File: config.mk
export PLATFORM = sky130hd
export DESIGN_NAME = tacr_regs
export DESIGN_NICKNAME = d
export VERILOG_FILES = /design/src/logic/tacr_pkg.sv /design/src/logic/tacr_regs.sv
export VERILOG_INCLUDE_DIRS = /design/src /design/src/logic
export SDC_FILE = /design/constraint.sdc
export NUM_CORES = 1
export LEC_CHECK = 0
export BUFFER_PORTS_ARGS = -buffer_cell sky130_fd_sc_hd__buf_2
export CORE_UTILIZATION = 35
export CTS_BUF_LIST = sky130_fd_sc_hd__clkbuf_4 sky130_fd_sc_hd__clkbuf_8
export DETAILED_ROUTE_END_ITERATION = 10
export MAX_ROUTING_LAYER = met4
export PLACE_DENSITY = 0.59
export SLEW_MARGIN = 20
export SYNTH_ARGS = -nofsm -noshare
export SYNTH_HDL_FRONTEND = slang
export SYNTH_SLANG_ARGS = --single-unit
File: constraint.sdc
create_clock -name clk_sys -period 1.6 [get_ports clk_sys]
set_input_delay 0.16 -clock clk_sys [delete_from_list [all_inputs] [get_ports clk_sys]]
set_output_delay 0.16 -clock clk_sys [all_outputs]
set_load 0.02 [all_outputs]
File: src/logic/tacr_cfg.svh
/*
  Addresses, reset values, field positions and codes of the acquisition
  configuration registers.
  Assumes it is included by its bare name wherever these are needed.
*/
`ifndef TACR_CFG_SVH
`define TACR_CFG_SVH

`define TACR_ADDR_SAMPLE_MODE 8'h92
`define TACR_ADDR_READOUT 8'h95
`define TACR_ADDR_MULT_HI 8'ha0
`define TACR_ADDR_MULT_LO 8'ha1
`define TACR_ADDR_LEN_HI 8'ha2
`define TACR_ADDR_LEN_LO 8'ha3
`define TACR_ADDR_DELAY 8'hae

`define TACR_RST_SAMPLE_MODE 8'h30
`define TACR_RST_READOUT 8'h23
`define TACR_RST_MULT_HI 8'h00
`define TACR_RST_MULT_LO 8'h01
`define TACR_RST_LEN_HI 8'h00
`define TACR_RST_LEN_LO 8'h01
`define TACR_RST_DELAY 8'h01

`define TACR_F_ROWSEL 1:0
`define TACR_F_INTSEL 3:2
`define TACR_F_COUNT 5:4
`define TACR_F_MOD 7:6
`define TACR_F_PIXEL 4:2
`define TACR_B_FORMAT 5
`define TACR_B_RAW 6
`define TACR_MULT_HI_BITS 1:0

`define TACR_DELAY_NONE 8'h01
`define TACR_DELAY_MANUAL 8'h04

`define TACR_SAMPLE_MID 12'h0800
`define TACR_B_SAT 12
`define TACR_B_OVF 13
`define TACR_B_UNF 14

`endif

File: src/logic/tacr_pkg.sv
/*
  Types of the acquisition configuration block: decoded modes and the
  configuration bundle handed to the acquisition sequencer.
  Assumes nothing of its surroundings.
*/
`default_nettype none

package tacr_pkg;

  typedef enum logic [1:0] {
    tacr_samples_one,
    tacr_samples_two,
    tacr_samples_four,
    tacr_samples_bad
  } tacr_samples_e;

  typedef enum logic [1:0] {
    tacr_tof_imager_mode,
    tacr_grayscale_imager_mode,
    tacr_mod_bad
  } tacr_mod_e;

  typedef enum logic [2:0] {
    tacr_pix_full,
    tacr_pix_full_sum_low_noise,
    tacr_pix_center_quad_fast,
    tacr_pix_row_sum_multi_integration,
    tacr_pix_binned_grayscale,
    tacr_pix_bad
  } tacr_pix_e;

  typedef enum logic [1:0] {
    tacr_delay_none,
    tacr_delay_manual,
    tacr_delay_bad
  } tacr_delay_e;

  typedef struct packed {
    logic rows_same_sample;
    logic integ_per_row;
    tacr_samples_e samples;
    tacr_mod_e modulation;
    tacr_pix_e pixel_field;
    logic signed_format;
    logic embed_flags;
    logic [9:0] multiplier;
    logic [15:0] integ_length;
    tacr_delay_e delay_mode;
    logic reserved_code;
  } tacr_cfg_s;

  typedef struct packed {
    logic [11:0] value;
    logic saturated;
    logic overflow;
    logic underflow;
  } tacr_sample_s;

endpackage : tacr_pkg

`default_nettype wire

File: src/logic/tacr_regs.sv
/*
  Acquisition configuration registers of the time-of-flight sensor, their
  decoded modes, and the output word formatter that those modes steer.
  Assumes the serial port engine, on the same clock, presents one decoded
  byte access per cycle: address, write strobe with data, read strobe.
  Per-row integration lengths live elsewhere and are presented as an input.
*/
// Function
// - Row-select code 00 applies the same correlation sample to all rows.
// - Integration-select 00 uses the single 16-bit length for all rows.
// - Integration-select 10 uses per-row lengths; 01 and 11 reserved.
// - Readout count 00 gives one sample, 01 gives two samples.
// - Readout count 11 gives all four correlation samples; 10 reserved.
// - Modulation 00 is time-of-flight, 11 grayscale; 01 and 10 reserved.
// - Pixel code picks full, 64-sum, centre-4, row-sum or binned readout.
// - Readout bit 5 picks unsigned or two's complement; default signed.
// - Readout bit 6 low embeds validity flags; high outputs raw data.
// - Ten-bit multiplier across two byte registers, resetting to one.
// - 16-bit integration length over two registers, used in single mode.
// - Delay control 0x01 means no delay, 0x04 manual delay step.
// - Sample-mode register at 0x92, read/write, resets to 0x30.
`include "tacr_cfg.svh"
`timescale 1ns/1ps
`default_nettype none

module tacr_regs (
  input wire logic clk_sys, // 20 MHz system clock
  input wire logic rst_n, // Synchronous reset, active low
  input wire logic [7:0] reg_addr, // Register address
  input wire logic reg_wr, // Write strobe
  input wire logic [7:0] reg_wdata, // Write data
  input wire logic reg_rd, // Read strobe
  output logic [7:0] reg_rdata, // Read data, one cycle after strobe
  output logic reg_rvalid, // Read data valid pulse
  input wire logic [15:0] row_length, // Current row's own integration length
  output var tacr_pkg::tacr_cfg_s cfg, // Decoded configuration
  output logic [15:0] active_length, // Integration length in force
  input wire logic smp_valid, // Converter sample strobe
  input wire tacr_pkg::tacr_sample_s smp_in, // Converter sample, offset binary
  output logic out_valid, // Formatted word strobe
  output logic [15:0] out_word // Formatted data word
);

  logic [7:0] sample_mode, next_sample_mode;
  logic [7:0] readout, next_readout;
  logic [7:0] mult_hi, next_mult_hi;
  logic [7:0] mult_lo, next_mult_lo;
  logic [7:0] len_hi, next_len_hi;
  logic [7:0] len_lo, next_len_lo;
  logic [7:0] delay_ctl, next_delay_ctl;
  logic [7:0] next_rdata;
  logic next_rvalid;
  logic next_out_valid;
  logic [15:0] next_out_word;
  logic [11:0] signed_val;
  logic [11:0] data_val;

  // Register writes and read mux
  always_comb begin
    next_sample_mode = sample_mode;
    next_readout = readout;
    next_mult_hi = mult_hi;
    next_mult_lo = mult_lo;
    next_len_hi = len_hi;
    next_len_lo = len_lo;
    next_delay_ctl = delay_ctl;
    if (reg_wr) begin
      if (reg_addr == `TACR_ADDR_SAMPLE_MODE) begin
        next_sample_mode = reg_wdata;
      end else if (reg_addr == `TACR_ADDR_READOUT) begin
        next_readout = reg_wdata;
      end else if (reg_addr == `TACR_ADDR_MULT_HI) begin
        next_mult_hi = reg_wdata;
      end else if (reg_addr == `TACR_ADDR_MULT_LO) begin
        next_mult_lo = reg_wdata;
      end else if (reg_addr == `TACR_ADDR_LEN_HI) begin
        next_len_hi = reg_wdata;
      end else if (reg_addr == `TACR_ADDR_LEN_LO) begin
        next_len_lo = reg_wdata;
      end else if (reg_addr == `TACR_ADDR_DELAY) begin
        next_delay_ctl = reg_wdata;
      end
    end
    next_rvalid = reg_rd;
    next_rdata = 8'h00;
    if (reg_rd) begin
      if (reg_addr == `TACR_ADDR_SAMPLE_MODE) begin
        next_rdata = sample_mode;
      end else if (reg_addr == `TACR_ADDR_READOUT) begin
        next_rdata = readout;
      end else if (reg_addr == `TACR_ADDR_MULT_HI) begin
        next_rdata = mult_hi;
      end else if (reg_addr == `TACR_ADDR_MULT_LO) begin
        next_rdata = mult_lo;
      end else if (reg_addr == `TACR_ADDR_LEN_HI) begin
        next_rdata = len_hi;
      end else if (reg_addr == `TACR_ADDR_LEN_LO) begin
        next_rdata = len_lo;
      end else if (reg_addr == `TACR_ADDR_DELAY) begin
        next_rdata = delay_ctl;
      end
    end
  end

  always_ff @(posedge clk_sys) begin
    if (!rst_n) begin
      sample_mode <= `TACR_RST_SAMPLE_MODE;
      readout <= `TACR_RST_READOUT;
      mult_hi <= `TACR_RST_MULT_HI;
      mult_lo <= `TACR_RST_MULT_LO;
      len_hi <= `TACR_RST_LEN_HI;
      len_lo <= `TACR_RST_LEN_LO;
      delay_ctl <= `TACR_RST_DELAY;
      reg_rdata <= 8'h00;
      reg_rvalid <= 1'b0;
    end else begin
      sample_mode <= next_sample_mode;
      readout <= next_readout;
      mult_hi <= next_mult_hi;
      mult_lo <= next_mult_lo;
      len_hi <= next_len_hi;
      len_lo <= next_len_lo;
      delay_ctl <= next_delay_ctl;
      reg_rdata <= next_rdata;
      reg_rvalid <= next_rvalid;
    end
  end

  // Mode decode; reserved codes raise reserved_code
  always_comb begin
    cfg = '0;
    cfg.rows_same_sample = (sample_mode[`TACR_F_ROWSEL] == 2'b00);
    cfg.integ_per_row = (sample_mode[`TACR_F_INTSEL] == 2'b10);
    case (sample_mode[`TACR_F_COUNT])
      2'b00: cfg.samples = tacr_pkg::tacr_samples_one;
      2'b01: cfg.samples = tacr_pkg::tacr_samples_two;
      2'b11: cfg.samples = tacr_pkg::tacr_samples_four;
      default: cfg.samples = tacr_pkg::tacr_samples_bad;
    endcase
    case (sample_mode[`TACR_F_MOD])
      2'b00: cfg.modulation = tacr_pkg::tacr_tof_imager_mode;
      2'b11: cfg.modulation = tacr_pkg::tacr_grayscale_imager_mode;
      default: cfg.modulation = tacr_pkg::tacr_mod_bad;
    endcase
    case (readout[`TACR_F_PIXEL])
      3'b000: cfg.pixel_field = tacr_pkg::tacr_pix_full;
      3'b001: cfg.pixel_field = tacr_pkg::tacr_pix_full_sum_low_noise;
      3'b010: cfg.pixel_field = tacr_pkg::tacr_pix_center_quad_fast;
      3'b011: cfg.pixel_field =
        tacr_pkg::tacr_pix_row_sum_multi_integration;
      3'b101: cfg.pixel_field = tacr_pkg::tacr_pix_binned_grayscale;
      default: cfg.pixel_field = tacr_pkg::tacr_pix_bad;
    endcase
    cfg.signed_format = readout[`TACR_B_FORMAT];
    cfg.embed_flags = !readout[`TACR_B_RAW];
    cfg.multiplier = {mult_hi[`TACR_MULT_HI_BITS], mult_lo};
    cfg.integ_length = {len_hi, len_lo};
    case (delay_ctl)
      `TACR_DELAY_NONE: cfg.delay_mode = tacr_pkg::tacr_delay_none;
      `TACR_DELAY_MANUAL: cfg.delay_mode = tacr_pkg::tacr_delay_manual;
      default: cfg.delay_mode = tacr_pkg::tacr_delay_bad;
    endcase
    cfg.reserved_code = (sample_mode[`TACR_F_ROWSEL] != 2'b00)
      || (sample_mode[`TACR_F_INTSEL] == 2'b01)
      || (sample_mode[`TACR_F_INTSEL] == 2'b11)
      || (cfg.samples == tacr_pkg::tacr_samples_bad)
      || (cfg.modulation == tacr_pkg::tacr_mod_bad)
      || (cfg.pixel_field == tacr_pkg::tacr_pix_bad)
      || (cfg.delay_mode == tacr_pkg::tacr_delay_bad);
  end

  // Single length unless per-row mode is chosen
  always_comb begin
    if (cfg.integ_per_row) begin
      active_length = row_length;
    end else begin
      active_length = cfg.integ_length;
    end
  end

  // Output word formatter
  always_comb begin
    signed_val = smp_in.value - `TACR_SAMPLE_MID;
    data_val = cfg.signed_format ? signed_val : smp_in.value;
    next_out_valid = smp_valid;
    next_out_word = out_word;
    if (smp_valid) begin
      next_out_word = {{4{cfg.signed_format & data_val[11]}}, data_val};
      if (cfg.embed_flags) begin
        next_out_word[`TACR_B_SAT] = smp_in.saturated;
        next_out_word[`TACR_B_OVF] = smp_in.overflow;
        next_out_word[`TACR_B_UNF] = smp_in.underflow;
        next_out_word[15] = 1'b0;
      end
    end
  end

  always_ff @(posedge clk_sys) begin
    if (!rst_n) begin
      out_valid <= 1'b0;
      out_word <= 16'h0000;
    end else begin
      out_valid <= next_out_valid;
      out_word <= next_out_word;
    end
  end
endmodule : tacr_regs

`default_nettype wire

==> results.cfg <==
[outcome]
status = complete, but fails checks
violations = negative setup slack

[die]
std_cell_rows = 39
start_util = 0.361
fp.dieW_um = 111
die_h_um = 111
coreArea_mm2 = 0.0115
pin_count = 134
dieArea_mm2 = 0.0123

[setup_path]
cp.required_ns = 1.44
crit_cells = 6
cp_slowest_stage_delay_ns = 0.38
crit_chain = inv_2 -> ha_4 -> nor4_2 -> o21ai_1 -> or3_4 -> buf_6
cpMaxStageDelayCell = or3_4
rr_worst_depth = 4
cp_num_buf_inv = 2
arrival_ns = 1.69
setup.worst_path.end_class = primary output
worst_setup_path_start_kind = register
path_delay_family = simple AND/OR/NAND/NOR gates
crit_type = reg -> out
crit_fanout = 2

[drt]
final_antenna_net_count = 0
routedWlPerCell_um = 17.1
drcViolationCount = 0
vias = 3457
drt_wl_total_um = 11700
first_iter_violations = 126
dr.pass1.iters = 4
viasPerCell = 5.04

[clocking]
tritoncts = done
path_clk_slew_ns = 0.08
postCtsHoldBufs = 0
cts_root_buf = clkbuf_8
cts.sinks = 82
htree_num_levels = 3
cts_buffers = 9
clk_latency_ns = 0.36
clock_path_buffers = 2

[logic_synthesis]
synth_nets = 467
synth.top_cell.area_share = 0.397
synthSimpleGateAreaFrac = 0.217
synth_warnings = 0
synthesis.area_per_instance_um2 = 10.1
ys_seq_elements = 82
synth.largest_area_cell = dfxtp_1
postSynth.asyncResetShare = 0
synth.most_common_cell = dfxtp_1
synth_fa_ha_area_frac = 0.0121
synth_commonest_cells = dfxtp_1 (82), mux2i_1 (71), nor2b_1 (63), a21oi_1 (28), nand2_1 (17)
synth_compound_area_frac = 0.115
synth_edf_count = 0
synthCells = 411
synth_top_family_by_area = simple AND/OR/NAND/NOR gates
synthFlopType = dfxtp_1
ys_top_cells_by_area = dfxtp_1 (40%), mux2i_1 (17%), nor2b_1 (9.5%)
yosysSeqAreaShare = 0.397
syn-cell-area_mm2 = 0.00414
synth.area.mux_share = 0.199
synth_cell_type_count = 54
synth_xor_area_frac = 0.00212

[sta]
rsz0062_at_grt = true
setup_slack_ns = -0.254
worstMarginPinSlew_ns = 0.612
hold_viol = 0
fin_crit_ns = 1.85
slew_violations = 0
max-slew-margin-rel = 0.592
clock.fmax_mhz = 539
finalSetupViolCount = 13
fin_skew_ns = 0.0121
post-route-period-util = 1.16

[global_routing]
grt_use_met2 = 0.298
gr-total-overflow = 0
top_usage_layer = met2
groute.layer.met3.usage = 0.0541
grt_usage = 0.196
grt_pass1_vias = 3300
grt_max_degree = 74
grt_pass1_wl_um = 18200
antenna_found_initial = 0
grt_util_met1 = 0.250

[final_layout]
diodes = 0
drive_gt1_frac = 0.383
area_growth_pct = 29.3
fin_nets = 595
fillCellCount = 1089
final_util = 0.467

[power_and_ir_drop]
p_leak_nw = 2.59
p_total_mw = 3.83
vdd_drop_max_mv = 0.540
powerDensity_mw_per_mm2 = 716

[placed_design]
gp_congestion = 0.823
post-place-ws_ns = 0.0625
place_hpwl_um = 8250
io_buffers = 133

[worst_hold_path]
hold_path_class = in -> reg
min_delay_path_depth = 3

[job]
maxCapViolCount = 0
[worst reg2reg max path: stages, from the launching register on]
cell and delay [ns]:
dfxtp_1 0.43, nor4bb_1 0.30, o31a_1 0.21, o21ai_2 0.08, a221oi_2 0.26
[per-stage QoR]
| stage | cell area (um2) | setup TNS [ns] | instances | hold slack (ns) |
|---|---|---|---|---|
| floorplan | 4140 | 0 | 411 | 0.285 |
| global placement | 4900 | 0 | 664 | 0.415 |
| detailed placement | 4900 | 0 | 664 | 0.432 |
| CTS | 5320 | -1.83 | 686 | 0.0326 |
| global route | 5350 | -2.77 | 686 | 0.0519 |
| finish | 5350 | -2.05 | 686 | 0.0568 |
[layout by cell type, fill, tap and decap left out, types with 2 or more instances in the layout]
master     instances
a211oi_1           4
a211oi_2           2
a21oi_1           28
a22o_1             4
a22oi_1            2
a2bb2oi_1          4
and2_1             2
and4b_1            3
buf_12             3
buf_2            119
buf_4             10
buf_6             16
buf_8              2
clkbuf_8          10
clkinv_2           3
dfxtp_1           76
dfxtp_2            5
ha_1               3
inv_1             12
mux2_4            10
mux2i_1           71
nand2_1           15
nand2b_1           3
nand3_1            3
nand4_4            5
nor2_1             5
nor2_4             2
nor2b_1           62
o21ai_0           11
o21ai_1            3
o32ai_1            6
[power breakdown]
| group | switching (mW) | internal, mW | total [mW] | leakage [nW] |
|---|---|---|---|---|
| sequential | 0.0140 | 2.07 | 2.08 | 0.666 |
| clock | 0.751 | 0.592 | 1.34 | 0.0879 |
| combinational | 0.249 | 0.163 | 0.411 | 1.84 |
[path summary, 6_finish.rpt]
check | start | to | slack [ns]
min reg2reg | out_word[15] | out_word[15] | 0.49
min | smp_in[6] | out_word[3] | 0.06
max reg2reg | len_lo[6] | reg_rdata[6] | 0.21
max | sample_mode[4] | cfg[0] | -0.25
[logic make-up after synthesis]
family | Yosys count
buf+inv | 46
fa+ha+maj | 4
compound gates | 72
simple gates | 125
mux | 81
xor+xnor | 1
flops | 82
[sequential cells by signal (all words and copies together) (netlist names)]
signal       cells
len_lo           8
reg_rvalid       1
len_hi           8
mult_lo          8
delay_ctl        8
sample_mode      8
out_valid        1
mult_hi          8
out_word        16
reg_rdata        8
readout          8
[repair_timing]
item                                    4_1_cts  5_1_grt
cloned                                        1        1
buffers inserted                              6        1
resized for setup                            59       14
pin swaps                                     5        6
endpoints found under the setup margin       19       19
[layout make-up]
type,instances,area (um2),area share
inverters,13,48.8,0.00912
clock buffers,10,138,0.0257
clock inverters,5,31.3,0.00585
flip-flops and latches,82,1650,0.309
well taps,143,179,0.0334
repair buffers,150,941,0.176
multi-input cells,283,2360,0.441
[metal layers]
metal / vias up / part of all wire / wire, um
li1: 1693 / - / -
met1: 1609 / 0.46 / 5390
met2: 133 / 0.45 / 5330
met3: 22 / 0.066 / 777
met4: 0 / 0.019 / 223
met5: - / 0 / 0
Note: power is estimated with default switching activity, not from simulation.
